==> config.mk <==
export PLATFORM = sky130hd
export DESIGN_NAME = pfrp_top
export DESIGN_NICKNAME = d
export VERILOG_FILES = /design/src/hw/pfrp_top.v
export VERILOG_INCLUDE_DIRS = /design/src /design/src/hw
export SDC_FILE = /design/constraint.sdc
export NUM_CORES = 1
export LEC_CHECK = 0
export BUFFER_PORTS_ARGS = -buffer_cell sky130_fd_sc_hd__buf_2
export CORE_MARGIN = 2
export CORE_UTILIZATION = 40
export DETAILED_ROUTE_END_ITERATION = 7
export GPL_TIMING_DRIVEN = 0
export PLACE_DENSITY = 0.61
export SYNTH_ARGS = -nofsm -noshare
export SYNTH_HDL_FRONTEND = slang
export SYNTH_SLANG_ARGS = --single-unit
==> constraint.sdc <==
create_clock -name core_clk -period 2.2 [get_ports core_clk]
set_input_delay 0.44 -clock core_clk [delete_from_list [all_inputs] [get_ports core_clk]]
set_output_delay 0.44 -clock core_clk [all_outputs]
set_load 0.01 [all_outputs]
==> src/hw/pfrp_consts.vh <==
// constants for the program flash read port
`ifndef PFRP_CONSTS_VH
`define PFRP_CONSTS_VH
`define PFRP_ADDR_W        3
`define PFRP_OFS_CONTROL   3'h0
`define PFRP_OFS_DATA_LOW  3'h1
`define PFRP_OFS_DATA_HIGH 3'h2
`define PFRP_OFS_ADDR_LOW  3'h3
`define PFRP_OFS_ADDR_HIGH 3'h4
`define PFRP_START_BIT     0
`define PFRP_RESERVED_BIT  7
`define PFRP_CONTROL_RESET 8'h80
`define PFRP_WORD_W        14
`define PFRP_FADDR_W       13
`define PFRP_HIGH_DATA_W   6
`define PFRP_HIGH_ADDR_W   5
`define PFRP_FETCH_CYCLES  2'h2
`define PFRP_BYTE_W         8
`define PFRP_BYTE_ZERO      8'h00
`define PFRP_STATE_W        2
`define PFRP_CNT_W          2
`define PFRP_CNT_ZERO       2'h0
`define PFRP_CNT_ONE        2'h1
`define PFRP_CNT_STEP       2'h1
`define PFRP_REG_COUNT      5
`define PFRP_INT_W          32
`define PFRP_LOW_BYTE_MSB   7
`define PFRP_HIGH_FIELD_LSB 8
`define PFRP_HIGH_DATA_ZERO 6'h00
`define PFRP_HIGH_ADDR_ZERO 5'h00
`define PFRP_HIGH_DATA_PAD  2'h0
`define PFRP_HIGH_ADDR_PAD  3'h0
`define PFRP_FADDR_ZERO     13'h0000
`endif

==> src/hw/pfrp_top.v <==
// program flash read port: register slave, fetch sequencer and flash port
//
// The plain strobed port and the address map were left to the implementer.
`timescale 1ns/1ps
`default_nettype none
`include "pfrp_consts.vh"
// Contract
// - flash words are read by software during normal execution with no special mode.
// - the fetched word is chosen by the combined high and low address registers at start.
// - only a write of one to bit 0 of the control register starts a read.
// - the fetch takes two instruction cycles after the start bit is set.
// - the second instruction after the start is discarded while the array is busy.
// - on completion the low byte goes to the low data register, upper bits to the high one.
// - code protection does not block or change these reads.
// - hardware clears the start bit at completion and a software zero write has no effect.
// - control register bits 6 to 1 read as zero.
// - high data bits 5 to 0 hold the upper six bits of the fetched word.
// - high data bits 7 and 6 read as zero.
// - high address bits 4 to 0 give flash address bits 12 to 8.
module pfrp_top (
   input  wire                      core_clk,
   input  wire                      rst,
   input  wire                      clk_en,
   input  wire [`PFRP_ADDR_W-1:0]   reg_addr,
   input  wire [7:0]                reg_wdata,
   input  wire                      reg_write,
   input  wire                      reg_read,
   output reg  [7:0]                reg_rdata,
   output reg  [`PFRP_FADDR_W-1:0]  flash_addr,
   output reg                       flash_req,
   input  wire [`PFRP_WORD_W-1:0]   flash_word,
   output reg                       skip_instr
);
   localparam IDLE  = 2'h0;
   localparam FETCH = 2'h1;
   localparam DONE  = 2'h2;

   reg  [`PFRP_STATE_W-1:0]        state;
   reg  [`PFRP_STATE_W-1:0]        next_state;
   reg  [`PFRP_CNT_W-1:0]          count;
   reg  [`PFRP_CNT_W-1:0]          next_count;
   reg                             start;
   reg                             next_start;
   reg  [`PFRP_BYTE_W-1:0]         data_low;
   reg  [`PFRP_BYTE_W-1:0]         next_data_low;
   reg  [`PFRP_HIGH_DATA_W-1:0]    data_high;
   reg  [`PFRP_HIGH_DATA_W-1:0]    next_data_high;
   reg  [`PFRP_BYTE_W-1:0]         addr_low;
   reg  [`PFRP_BYTE_W-1:0]         next_addr_low;
   reg  [`PFRP_HIGH_ADDR_W-1:0]    addr_high;
   reg  [`PFRP_HIGH_ADDR_W-1:0]    next_addr_high;
   reg  [`PFRP_BYTE_W-1:0]         next_rdata;
   reg  [`PFRP_FADDR_W-1:0]        next_flash_addr;
   reg                             next_flash_req;
   reg                             next_skip_instr;
   wire [`PFRP_REG_COUNT-1:0]      wr_sel;
   wire [`PFRP_REG_COUNT-1:0]      rd_sel;
   wire                            go;
   wire                            fetch_done;

   // one address decode shared by the write and read selects
   function pfrp_addr_hit;
      input [`PFRP_ADDR_W-1:0] addr;
      input integer            ofs;
      begin
         pfrp_addr_hit = ($unsigned(ofs) == {{(`PFRP_INT_W-`PFRP_ADDR_W){1'b0}}, addr});
      end
   endfunction

   genvar i;
   generate
      for (i = 0; i < `PFRP_REG_COUNT; i = i + 1) begin : g_sel
         assign wr_sel[i] = reg_write & pfrp_addr_hit(reg_addr, i);
         assign rd_sel[i] = reg_read & pfrp_addr_hit(reg_addr, i);
      end
   endgenerate

   // start only on a one written while idle; a write of zero is ignored
   assign go = wr_sel[`PFRP_OFS_CONTROL] && reg_wdata[`PFRP_START_BIT] && !start;
   assign fetch_done = (state == FETCH) && (count == `PFRP_FETCH_CYCLES);

   always @* begin
      next_state = state;
      case (state)
         IDLE: begin
            if (go) begin
               next_state = FETCH;
            end
         end
         FETCH: begin
            if (fetch_done) begin
               next_state = DONE;
            end
         end
         DONE: begin
            next_state = IDLE;
         end
         default: begin
            next_state = IDLE;
         end
      endcase
   end

   always @* begin
      next_count = count;
      case (state)
         IDLE: begin
            if (go) begin
               next_count = `PFRP_CNT_ONE;
            end
         end
         FETCH: begin
            if (!fetch_done) begin
               next_count = count + `PFRP_CNT_STEP;
            end
         end
         default: begin
            next_count = `PFRP_CNT_ZERO;
         end
      endcase
   end

   always @* begin
      next_start = start;
      case (state)
         IDLE: begin
            if (go) begin
               next_start = 1'b1;
            end
         end
         FETCH: begin
            next_start = start;
         end
         DONE: begin
            // start drops one cycle after the data registers load
            next_start = 1'b0;
         end
         default: begin
            next_start = 1'b0;
         end
      endcase
   end

   always @* begin
      next_flash_addr = flash_addr;
      next_flash_req  = flash_req;
      next_skip_instr = 1'b0;
      case (state)
         IDLE: begin
            if (go) begin
               // no protection gate sits on this path, so protected words read as stored
               next_flash_addr = {addr_high, addr_low};
               next_flash_req  = 1'b1;
            end
         end
         FETCH: begin
            if (fetch_done) begin
               // the cpu drops the second instruction after the start while the array is busy
               next_skip_instr = 1'b1;
               next_flash_req  = 1'b0;
            end
         end
         default: begin
            next_flash_req = 1'b0;
         end
      endcase
   end

   always @* begin
      next_data_low  = data_low;
      next_data_high = data_high;
      if (wr_sel[`PFRP_OFS_DATA_LOW]) begin
         next_data_low = reg_wdata;
      end
      if (wr_sel[`PFRP_OFS_DATA_HIGH]) begin
         next_data_high = reg_wdata[`PFRP_HIGH_DATA_W-1:0];
      end
      // a fetch result overrides a same-cycle software write
      if (fetch_done) begin
         next_data_low  = flash_word[`PFRP_LOW_BYTE_MSB:0];
         next_data_high = flash_word[`PFRP_WORD_W-1:`PFRP_HIGH_FIELD_LSB];
      end
   end

   always @* begin
      next_addr_low  = addr_low;
      next_addr_high = addr_high;
      if (wr_sel[`PFRP_OFS_ADDR_LOW]) begin
         next_addr_low = reg_wdata;
      end
      if (wr_sel[`PFRP_OFS_ADDR_HIGH]) begin
         next_addr_high = reg_wdata[`PFRP_HIGH_ADDR_W-1:0];
      end
   end

   always @* begin
      next_rdata = `PFRP_BYTE_ZERO;
      if (rd_sel[`PFRP_OFS_CONTROL]) begin
         next_rdata                  = `PFRP_CONTROL_RESET;
         next_rdata[`PFRP_START_BIT] = start;
      end
      if (rd_sel[`PFRP_OFS_DATA_LOW]) begin
         next_rdata = data_low;
      end
      if (rd_sel[`PFRP_OFS_DATA_HIGH]) begin
         next_rdata = {`PFRP_HIGH_DATA_PAD, data_high};
      end
      if (rd_sel[`PFRP_OFS_ADDR_LOW]) begin
         next_rdata = addr_low;
      end
      if (rd_sel[`PFRP_OFS_ADDR_HIGH]) begin
         next_rdata = {`PFRP_HIGH_ADDR_PAD, addr_high};
      end
   end

   // clk_en low freezes every register, read data included
   always @(posedge core_clk or posedge rst) begin
      if (rst) begin
         state <= IDLE;
      end else if (clk_en) begin
         state <= next_state;
      end
   end

   always @(posedge core_clk or posedge rst) begin
      if (rst) begin
         count <= `PFRP_CNT_ZERO;
      end else if (clk_en) begin
         count <= next_count;
      end
   end

   always @(posedge core_clk or posedge rst) begin
      if (rst) begin
         start <= 1'b0;
      end else if (clk_en) begin
         start <= next_start;
      end
   end

   always @(posedge core_clk or posedge rst) begin
      if (rst) begin
         flash_addr <= `PFRP_FADDR_ZERO;
      end else if (clk_en) begin
         flash_addr <= next_flash_addr;
      end
   end

   always @(posedge core_clk or posedge rst) begin
      if (rst) begin
         flash_req <= 1'b0;
      end else if (clk_en) begin
         flash_req <= next_flash_req;
      end
   end

   always @(posedge core_clk or posedge rst) begin
      if (rst) begin
         skip_instr <= 1'b0;
      end else if (clk_en) begin
         skip_instr <= next_skip_instr;
      end
   end

   always @(posedge core_clk or posedge rst) begin
      if (rst) begin
         data_low <= `PFRP_BYTE_ZERO;
      end else if (clk_en) begin
         data_low <= next_data_low;
      end
   end

   always @(posedge core_clk or posedge rst) begin
      if (rst) begin
         data_high <= `PFRP_HIGH_DATA_ZERO;
      end else if (clk_en) begin
         data_high <= next_data_high;
      end
   end

   always @(posedge core_clk or posedge rst) begin
      if (rst) begin
         addr_low <= `PFRP_BYTE_ZERO;
      end else if (clk_en) begin
         addr_low <= next_addr_low;
      end
   end

   always @(posedge core_clk or posedge rst) begin
      if (rst) begin
         addr_high <= `PFRP_HIGH_ADDR_ZERO;
      end else if (clk_en) begin
         addr_high <= next_addr_high;
      end
   end

   always @(posedge core_clk or posedge rst) begin
      if (rst) begin
         reg_rdata <= `PFRP_BYTE_ZERO;
      end else if (clk_en) begin
         reg_rdata <= next_rdata;
      end
   end
endmodule // pfrp_top
`default_nettype wire

# Word-level counts from Yosys, hierarchy flattened

Index checks and enable logic that the tools add are counted.

Register bits after elaboration: 55
Word-level logic and storage cells: 68

Add/sub/neg operators: 1
Eq/ne operators: 9
Multiplexer cells: 20
Bitwise logic cells: 11
Reduce and logical (&&, ||, !) cells: 16

Operators with widths:

| cell                                                            | count |
|---|---|
| 8-bit two-way mux                                               | 7 |
| 6-bit two-way mux                                               | 2 |
| 3-bit AND reduction                                             | 4 |
| 1-bit bitwise AND                                               | 10 |
| 2-bit one-hot mux with 2 select lines                           | 2 |
| 2-bit AND reduction                                             | 4 |
| 2-bit by 3-bit == test with 1-bit output, first input constant  | 2 |
| 2-bit two-way mux                                               | 3 |
| 2-bit inequality test, second input constant                    | 3 |
| 1-bit two-way mux                                               | 4 |
| 1-bit one-hot mux with 2 select lines                           | 2 |
| 2-bit nonzero test                                              | 2 |
| 1-bit by 3-bit == test with 1-bit output, first input constant  | 1 |
| 3-bit == test, first input constant                             | 1 |
| 1-bit logical AND                                               | 3 |
| 3-bit zero test                                                 | 1 |
| 2-bit by 1-bit adder with 2-bit output, second input constant   | 1 |
| 2-bit by 1-bit == test with 1-bit output, second input constant | 1 |
| 2-bit == test, second input constant                            | 1 |
| 2-bit zero test                                                 | 1 |
| 1-bit zero test                                                 | 1 |
| 1-bit NOT                                                       | 1 |

# Depth between registers and ports, before layout

Gate-level depths: netlist of the first run.

Depth after elaboration: 7
Depth in mapped cells: 6
Depth with buffers taken out: 5

# Least setup slack after synthesis of the first run

Ideal clock, no wire load.

Kind: reg2reg
From: register state[0]
To: register flash_addr[0]
Setup time: 0.125 ns
Arrival: 1.756 ns
Slack: 0.319 ns
Cell stages (with the launch flop): 5
Cell sequence: dfrtp_1 -> or4b_4 -> nor4_4 -> buf_6 -> mux2_2

Longest elaborated chain between the ends: 2

Ends and longest elaborated chain:

| what                                 | line           | text |
|---|---|---|
| start: declaration                   | pfrp_top.v:38  | `` reg [`PFRP_STATE_W-1:0] state; `` |
| start signal: assignment             | pfrp_top.v:221 | `state <= next_state;` |
| 2-bit zero test                      | pfrp_top.v:148 | `case (state)` |
| 3-bit AND reduction (no source line) | n/a            |  |
| end signal: assignment               | pfrp_top.v:243 | `` flash_addr <= `PFRP_FADDR_ZERO; `` |
| end signal: assignment               | pfrp_top.v:245 | `flash_addr <= next_flash_addr;` |
| end: declaration                     | pfrp_top.v:29  | `` output reg [`PFRP_FADDR_W-1:0] flash_addr, `` |

Every way passes these cells.
A chain may end at the register's enable or synchronous reset.

# Worst setup path after layout of the first run

From: register state[0]
To: register flash_addr[4]

Same word-level chain as after synthesis.

==> metrics, run 1 <==
status complete, no violations; Post-CTS Resized 0; CTS Hold Buffers Added 0; number of port buffers 52; Final Setup Violations 0; worst slew pin tran 0.705 ns; CP Capture Type flip-flop; Seq cells post-synth 54; max-slew violations 0; final hold viol count 0; Combinational Power Share 29.7%; Final period util 93.0%; clock slew at reported path FFs 0.10 ns; die height 84.7 µm; CTS tree built; Pre-antenna DRT Iters 6; All-Layer GR Usage 19.2%; vias in the first global route 2073; total negative slack 0 ns; R2R Setup Slk 0.15 ns; Req. time, crit path 2.41 ns; H-tree levels 2; Avg WL per Cell 17.2 µm; grt ovf 0; Rows 29; startpoint type of the worst setup path flip-flop; CTS root buffer clkbuf_8; Clock Power Share 20.6%; Hold WS 0.0811 ns; first-pass GRT wire length 10600 µm; synth unique cells 52; Highest Clock Rate 489 MHz; internal power 1.95 mW; ranking of synthesized cells by area dfrtp_1 (52%), mux2_2 (14%), a221oi_1 (4.0%); final worst path period need 2.05 ns; NetSw 0.915 mW; most frequent cell after synthesis dfrtp_1; overall power 2.87 mW; sequential share of power 49.6%; Die Width 84.7 µm; sequential area share after synthesis 51.8%; Max IR drop VDD 382 µV; leak pwr 1.50 nW; IO Count 53; Post-Route WL 6350 µm; DR iter-0 viols 118; Cell Pwr Density 932 nW/µm²; Worst R2R Path Depth 4; Util after Layout 48.8%; Setup Buffers After CTS 0; CP Class flip-flop to flip-flop; FFs w/ async S/R, synth 100%; Ys Warns 0; Hold Crit Class input port to async pin; crit-path max FO 10; initial antenna violation count 0; Routability Congestion 0.863; Post-synth top cells dfrtp_1 (54), mux2_2 (32), nor2_1 (22); layout cell share with drive strength beyond 1 36.5%; max-cap check violation count 0; synth-to-layout area growth 18.1%; Synth Cell Area 2610 µm²; Mapped Nets 263; Worst Path Arrival 2.25 ns; # diodes 0; nets 323; Post-synth EDFFs 0; share of the synthesized area in the top cell type 51.8%; slew margin rel. 52.3%; die area 7180 µm²; Synth Area per Inst 11.2 µm²; Clock Tree Buf Depth 2; post-detail-place hpwl 4620 µm; Initial Utilization 41.3%; Worst-Skew Late Latency 0.31 ns; largest net degree at the start of global routing 40; DR DRC count 0; area leader, netlist dfrtp_1; cell count after synthesis 232; routed vias 1988; Placeable Area 6310 µm²; Num CTS Buffers 5; Switching Share 31.9%; Fin Clk Skew 0.00619 ns; Vias/cell 5.37; Post-DRT Antenna Nets 0; RSZ-0062 raised after global routing no; ys flop type dfrtp_1; CTS Sinks 54
power by group through the flow:
stage	Sequential (mW)	Combinational, mW	Clock [mW]
global placement	1.44	0.830	0
detailed placement	1.45	0.856	0
CTS	1.43	0.862	0.613
floorplan	1.44	0.586	0
global route	1.47	0.967	0.664
finish	1.42	0.853	0.592
cell usage in the layout, fill, tap and decap left out, types with 3 or more instances in the layout:
master	n
buf_2	55
clkbuf_1	8
dfrtp_1	54
a21oi_1	6
nand2_1	7
o22ai_1	4
nand2b_1	5
nor2b_1	6
inv_1	18
o21ai_0	5
nor2_1	22
a221oi_1	12
a22oi_1	3
clkbuf_8	6
mux2_2	32
critical path, cell delays in order, from the launching register on:
cell     delay (ns)
dfrtp_1        0.47
or4b_4         0.58
nor4_4         0.30
buf_6          0.23
mux2_2         0.36
final cells by class:
type / instances / area (µm²)
well taps: 77 / 96.3
clock buffers: 7 / 86.3
flip-flops and latches: 54 / 1350
clock inverters: 1 / 8.76
fillers: 639 / 3230
multi-input cells: 146 / 1120
repair buffers: 53 / 280
plain buffers: 12 / 56.3
inverters: 20 / 75.1
sequential cells by signal, summed over array words and instances, names as in the netlist:
name / count
count: 2
data_high: 6
flash_addr: 13
addr_low: 8
addr_high: 5
state: 2
reg_rdata: 8
data_low: 8
start: 1
skip_instr: 1
logic make-up (layout without fill, tap and decap cells):
kind of cell / Yosys count / after routing / synth area share (%)
flip-flops: 54 / 54 / 51.8
multiplexers: 32 / 32 / 13.8
AND/OR/NAND/NOR: 65 / 65 / 15.1
AO/OA/AOI/OAI: 48 / 48 / 13.8
adder cells (fa/ha/maj): 1 / 1 / 0.480
buffers and inverters: 32 / 93 / 5.04
metal layers:
layer | routed length (µm) | vias up | track usage (%)
met1 | 2870 | 974 | 25.3
met2 | 3170 | 41 | 31.8
met5 | 0 | - | 0
met3 | 216 | 10 | 3.93
met4 | 102 | 0 | 6.35
li1 | - | 963 | -
worst paths after layout:
path / to / startpoint
worst max-delay path: flash_addr[4]$_DFFE_PP0P_ / state[0]$_DFFE_PP0P_
min in group core_clk: addr_low[6]$_DFFE_PP0P_ / reg_wdata[6]
worst min register to register: skip_instr$_DFFE_PP0P_ / skip_instr$_DFFE_PP0P_
worst min-delay path: flash_addr[3]$_DFFE_PP0P_ / rst
worst max register to register: flash_addr[4]$_DFFE_PP0P_ / state[0]$_DFFE_PP0P_
max in group asynchronous: addr_low[0]$_DFFE_PP0P_ / rst
stage by stage:
stage | instance area, µm² | setup slack [ns] | cells
after floorplan | 2610 | 0.319 | 232
after global placement | 2960 | -0.334 | 361
after detailed placement | 2980 | 0.0657 | 362
after CTS | 3080 | 0.133 | 370
after global routing | 3080 | 0.0842 | 370
final | 3080 | 0.153 | 370
No activity file was read; power rests on OpenSTA's default activity.
==> run 2: changes to the inputs <==
Settings changed: ABC_AREA set to 1, SETUP_SLACK_MARGIN set to 0.02, SKIP_LAST_GASP set to 1.
==> run 2 against run 1 <==
Non-clock buffer count shrank 3; design area decreased by 1.5%; core utilization is 0.48 points lower; clock power increased by 12%; worst setup slack better by 0.42 ns; combinational power rose by 1%; critical endpoint is now data_high[4]$_DFFE_PP0P_; sequential cell count unchanged.
==> metrics, run 2 <==
Util after Layout 48.3% (-0.48 points); Worst-Skew Late Latency 0.31 ns (about the same); Post-DRT Antenna Nets 0 (unchanged); vias in the first global route 2216 (+6.9%); Mapped Nets 339 (+29%); reg2reg start count[0]$_DFFE_PP0P_; Highest Clock Rate 613 MHz (+26%); most frequent cell after synthesis nand2_1; largest net degree at the start of global routing 36 (-10%); total negative slack 0 ns (unchanged); internal power 1.92 mW (-1.8%); cell count after synthesis 308 (+33%); Post-synth EDFFs 0 (unchanged); synth-to-layout area growth 18.5%; Setup Buffers After CTS 0 (unchanged); commonest non-fill, non-tap cell in the layout nand2_1; crit path launch count[0]$_DFFE_PP0P_; Critical Path Sink data_high[4]$_DFFE_PP0P_; Cell Pwr Density 962 nW/µm² (+3.2%); slew margin rel. 69.3% (+17 points); die area 7050 µm² (-1.8%); overall power 2.92 mW (+1.6%); CTS root buffer clkbuf_8; Placeable Area 6280 µm² (-0.57%); initial antenna violation count 0 (unchanged); Synth Cell Area 2560 µm² (-1.9%); max-cap check violation count 0 (unchanged); Worst Path Arrival 1.86 ns (-0.39 ns); sequential area share after synthesis 52.8% (+0.99 points); commonest cells after routing, fill and taps aside nand2_1 (81), buf_2 (56), dfrtp_1 (54); area leader, netlist dfrtp_1; Routability Congestion 0.887 (+2.8%); IO Count 53 (unchanged); number of port buffers 50 (-3.8%); Seq cells post-synth 54 (unchanged); RSZ-0062 raised after global routing no; Req. time, crit path 2.43 ns (+0.02 ns); post-detail-place hpwl 4710 µm (+1.9%); Hold WS 0.130 ns (+0.0490 ns); first-pass GRT wire length 10900 µm (+2.2%); Post-synth top cells nand2_1 (81), dfrtp_1 (54), inv_1 (35); Ys Warns 0 (unchanged); ys flop type dfrtp_1; Post-Route WL 6450 µm (+1.6%); Avg WL per Cell 14.5 µm (-15%); Worst R2R Path Depth 6 (+2); final hold viol count 0 (unchanged); max-slew violations 0 (unchanged); status complete, no violations; CTS tree built; Max IR drop VDD 624 µV (+63%); Final Setup Violations 0 (unchanged); Clock Power Share 22.7% (+2.1 points); max reg flops 13 (unchanged); DR iter-0 viols 163 (+38%); Initial Utilization 40.8% (-0.54 points); Rows 29 (unchanged); grt ovf 0 (unchanged); Die Width 84.0 µm (-0.90%); sequential share of power 47.7% (-1.9 points); CTS Sinks 54 (unchanged); startpoint type of the worst setup path flip-flop; Vias/cell 5.08 (-5.5%); Pre-antenna DRT Iters 4 (-2); Post-CTS Resized 0 (unchanged); final worst path period need 1.63 ns (-0.416 ns); crit-path max FO 10 (unchanged); CP Class flip-flop to flip-flop; # diodes 0 (unchanged); CTS Hold Buffers Added 0 (unchanged); Combinational Power Share 29.6% (about the same); share of the synthesized area in the top cell type 52.8% (+0.99 points); die height 84.0 µm (-0.90%); Synth Area per Inst 8.31 µm² (-26%); NetSw 0.997 mW (+8.9%); CP Capture Type flip-flop; leak pwr 1.59 nW (+5.4%); DR DRC count 0 (unchanged); R2R Setup Slk 0.57 ns (+0.42 ns); Final period util 74.1% (-19 points); All-Layer GR Usage 19.6% (+0.42 points); Num CTS Buffers 5 (unchanged); Top reg by flops flash_addr; nets 397 (+23%); FFs w/ async S/R, synth 100% (unchanged); Hold Crit Class input port to async pin; H-tree levels 2 (unchanged); synth unique cells 26 (-50%); worst slew pin tran 0.459 ns (-0.246 ns); FF-to-FF End data_high[4]$_DFFE_PP0P_; routed vias 2254 (+13%); Clock Tree Buf Depth 2 (unchanged); clock slew at reported path FFs 0.09 ns (about the same); Switching Share 34.2% (+2.3 points); layout cell share with drive strength beyond 1 21.5% (-15 points); ranking of synthesized cells by area dfrtp_1 (53%), nand2_1 (12%), o21ai_0 (6.1%); Fin Clk Skew 0.00491 ns (-0.00128 ns)
## run 2: changes by cell type after synthesis, moves of 6 or more
cell,previous run,this run
nand4_1,1,7
a221oi_1,12,0
o21ai_1,0,19
o21ai_0,5,31
nor2b_1,6,0
mux2_2,32,0
nand3_1,2,22
clkbuf_1,7,1
nand2_1,7,81
inv_1,19,35
## run 2: worst min path at each step
| stage | end | slack, ns | cells past startpoint |
|---|---|---|---|
| after floorplan | count[1]$_DFFE_PP0P_ | 0.45 | 2 |
| after global placement | reg_rdata[6]$_DFFE_PP0P_ | 0.46 | 2 |
| after detailed placement | reg_rdata[4]$_DFFE_PP0P_ | 0.46 | 2 |
| after CTS | flash_addr[6]$_DFFE_PP0P_ | 0.14 | 2 |
| after global routing | reg_rdata[4]$_DFFE_PP0P_ | 0.16 | 2 |
| final | flash_addr[6]$_DFFE_PP0P_ | 0.13 | 2 |
## run 2: kinds of logic (layout without fill, tap and decap cells)
kind of cell,count (synthesis),after routing,share of synthesized area [%]
DFF,54,54,52.8
and+or+nand+nor,135,135,23.6
adders and majority gates,1,1,0.489
AOI/OAI and AO/OA,68,68,14.9
buffers and inverters,50,109,8.21
## run 2: area by class of cell
class / count / area [µm²]
Multi-Input combinational cell: 204 / 997
Clock buffer: 7 / 76.3
Tap cell: 77 / 96.3
Sequential cell: 54 / 1350
Buffer: 11 / 63.8
Clock inverter: 1 / 30.0
Inverter: 39 / 146
Fill cell: 642 / 3250
Timing Repair Buffer: 51 / 270
## run 2: layer usage
layer,up-vias,track usage (%),wire (µm),part of all wire (%)
li1,1124,-,-,-
met1,1058,28.4,3160,49
met2,60,29.3,2840,44
met3,12,3.56,324,5.0
met4,0,7.48,133,2.1
met5,-,0,0,0
## run 2: through the flow
stage / setup WS (ns) / cell area [µm²] / instances
2_1_floorplan: 0.445 / 2560 / 308
3_3_place_gp: -0.299 / 2910 / 435
3_5_place_dp: 0.501 / 2930 / 436
4_1_cts: 0.541 / 3030 / 444
5_1_grt: 0.417 / 3030 / 444
6_report: 0.569 / 3030 / 444
## run 2: power by group through the flow
stage          clock network (mW)  logic (mW)  registers [mW]
4_1_cts                     0.682       0.874            1.39
3_3_place_gp                    0       0.846            1.40
2_1_floorplan                   0       0.581            1.42
3_5_place_dp                    0       0.868            1.41
6_report                    0.662       0.862            1.39
5_1_grt                     0.720        1.01            1.42
## run 2: critical path, cell delays in order, from the launching register on
cell     delay (ns)
dfrtp_1        0.40
inv_1          0.06
ha_1           0.13
buf_2          0.20
buf_1          0.38
nand3_1        0.17
a31oi_1        0.21
==> run 3: changes to the inputs <==
Settings changed: PLACE_DENSITY 0.61 to 0.64.
Clock period 2.2 ns to 1.4 ns, I/O delays scaled along.
==> run 3 against run 2 <==
Via count grew 2.9%; hold slack gained 0.10 ns; combinational power grew 91%; final cell count grew 2.5%; non-clock buffer count grew 11; die area is the same; first-iteration DRC count shrank 21%; worst setup slack lost 0.56 ns; total power grew 62%; clock skew grew 0.0035 ns; core utilization grew 2.0 points; global-route usage shrank 0.45 points.
==> metrics, run 3 (synthesized netlist as in run 2, its figures left out) <==
status complete, no violations; Top reg by flops flash_addr; Util after Layout 50.3% (+2.0 points); largest net degree at the start of global routing 55 (+53%); All-Layer GR Usage 19.2% (-0.45 points); commonest cells after routing, fill and taps aside nand2_1 (74), dfrtp_1 (54), buf_2 (53); CTS tree built; Placeable Area 6280 µm² (unchanged); Rows 29 (unchanged); Hold WS 0.232 ns (+0.102 ns); max reg flops 13 (unchanged); commonest non-fill, non-tap cell in the layout nand2_1; Highest Clock Rate 719 MHz (+17%); post-detail-place hpwl 4640 µm (-1.5%); Max IR drop VDD 945 µV (+51%); Combinational Power Share 34.9% (+5.3 points); Pre-antenna DRT Iters 4 (unchanged); number of port buffers 50 (unchanged); Initial Utilization 40.8% (unchanged); leak pwr 1.65 nW (+3.8%); Hold Crit Class input port to async pin; Final WS setup 0.00934 ns (-0.560 ns); crit path launch count[0]$_DFFE_PP0P_; IO Count 53 (unchanged); routed vias 2320 (+2.9%); first-pass GRT wire length 10800 µm (-0.83%); Fin Clk Skew 0.00841 ns (+0.00350 ns); final hold viol count 0 (unchanged); pre-CTS WS -0.207 ns (-0.708 ns); R2R Setup Slk 0.009 ns (-0.56 ns); final worst path period need 1.39 ns (-0.240 ns); grt ovf 0 (unchanged); max-slew violations 0 (unchanged); CP Class flip-flop to flip-flop; internal power 3.02 mW (+57%); Cell Pwr Density 1500 nW/µm² (+56%); crit-path max FO 8 (-2); vias in the first global route 2216 (unchanged); Switching Share 36.3% (+2.1 points); Clock Tree Buf Depth 2 (unchanged); Post-DP Area 2910 µm² (-0.56%); Worst-Skew Late Latency 0.31 ns (about the same); Num CTS Buffers 5 (unchanged); worst slew pin tran 1.14 ns (+0.681 ns); max-cap check violation count 0 (unchanged); Routability Congestion 0.833 (-6.0%); reg2reg start count[0]$_DFFE_PP0P_; Final Setup Violations 0 (unchanged); FF-to-FF End data_low[0]$_DFFE_PP0P_; Clock Power Share 18.9% (-3.8 points); H-tree levels 2 (unchanged); Worst Path Arrival 1.62 ns (-0.24 ns); Post-Route WL 6510 µm (+0.88%); CTS root buffer clkbuf_8; synth-to-layout area growth 23.5%; Req. time, crit path 1.63 ns (-0.80 ns); nets 408 (+2.8%); sequential share of power 46.2% (-1.5 points); Worst R2R Path Depth 8 (+2); die area 7050 µm² (unchanged); startpoint type of the worst setup path flip-flop; initial antenna violation count 0 (unchanged); # diodes 0 (unchanged); layout cell share with drive strength beyond 1 27.8% (+6.3 points); design area 3160 µm² (+4.2%); Post-DRT Antenna Nets 0 (unchanged); overall power 4.74 mW (+62%); Final period util 99.3% (+25 points); CP Capture Type flip-flop; RSZ-0062 raised after global routing yes; DR iter-0 viols 129 (-21%); Avg WL per Cell 14.3 µm (-1.6%); Vias/cell 5.10 (+0.44%); Die Width 84.0 µm (unchanged); slew margin rel. 23.8% (-45 points); clock slew at reported path FFs 0.11 ns (+0.02 ns); NetSw 1.72 mW (+72%); DR DRC count 0 (unchanged); die height 84.0 µm (unchanged); CTS Sinks 54 (unchanged)
run 3: changes by cell type in the layout (fill, tap and decap cells not counted), moves of 2 or more:
cell and change:
o21ai_2 +3, buf_2 -3, nand2_4 +2, clkbuf_1 -2, buf_6 +2, o21ai_1 +2, nand2_2 +5, o21ai_0 -5
clkinvlp_4 +2, buf_4 +13, nand2_1 -7
run 3: cell type report:
class                   instances  area (µm²)
repair buffers                 63         352
flip-flops and latches         54        1350
plain buffers                  10        71.3
fillers                       616        3120
clock buffers                   5        68.8
inverters                      39         150
clock inverters                 3        21.3
multi-input cells             204        1050
well taps                      77        96.3
run 3: how the worst max path moves through the flow:
stage                                    endpoint
after detailed placement  data_low[2]$_DFFE_PP0P_
after floorplan           data_low[2]$_DFFE_PP0P_
after global placement    data_low[2]$_DFFE_PP0P_
after global routing      data_low[3]$_DFFE_PP0P_
final                     data_low[0]$_DFFE_PP0P_
after CTS                 data_low[5]$_DFFE_PP0P_
run 3: critical path, cell delays in order (launching register included):
cell and delay (ns):
dfrtp_1 0.39, inv_1 0.06, ha_2 0.17, buf_6 0.13
nand3_4 0.12, o31ai_4 0.14, buf_6 0.19, nand2_2 0.05
o21ai_1 0.07
run 3: metrics by stage:
| step | instances | TNS (ns) |
|---|---|---|
| after floorplan | 308 | 0 |
| after global placement | 435 | -2.93 |
| after detailed placement | 435 | -3.77 |
| after CTS | 451 | 0 |
| after global routing | 455 | -0.268 |
| final | 455 | 0 |
run 3: per-layer routing:
metal	share of wire, %	track usage (%)
met3	6.2	3.17
met5	0	0
met2	46	28.7
met1	45	28.6
met4	2.8	5.72
run 3: timing repair:
item | 4_1_cts | 5_1_grt
setup buffers | 7 | 5
cloned | 1 | 0
endpoints found under the setup margin | 25 | 27
hold buffers | 0 | 0
gates resized for setup | 10 | 21
pin swaps | 1 | 2
run 3: power by group through the flow:
stage                     registers (mW)  logic [mW]  clock network [mW]
after floorplan                     2.23       0.913                   0
after global placement              2.21        1.33                   0
after detailed placement            2.22        1.36                   0
after CTS                           2.19        1.54               0.896
after global routing                2.24        1.87               0.958
final                               2.19        1.65               0.894
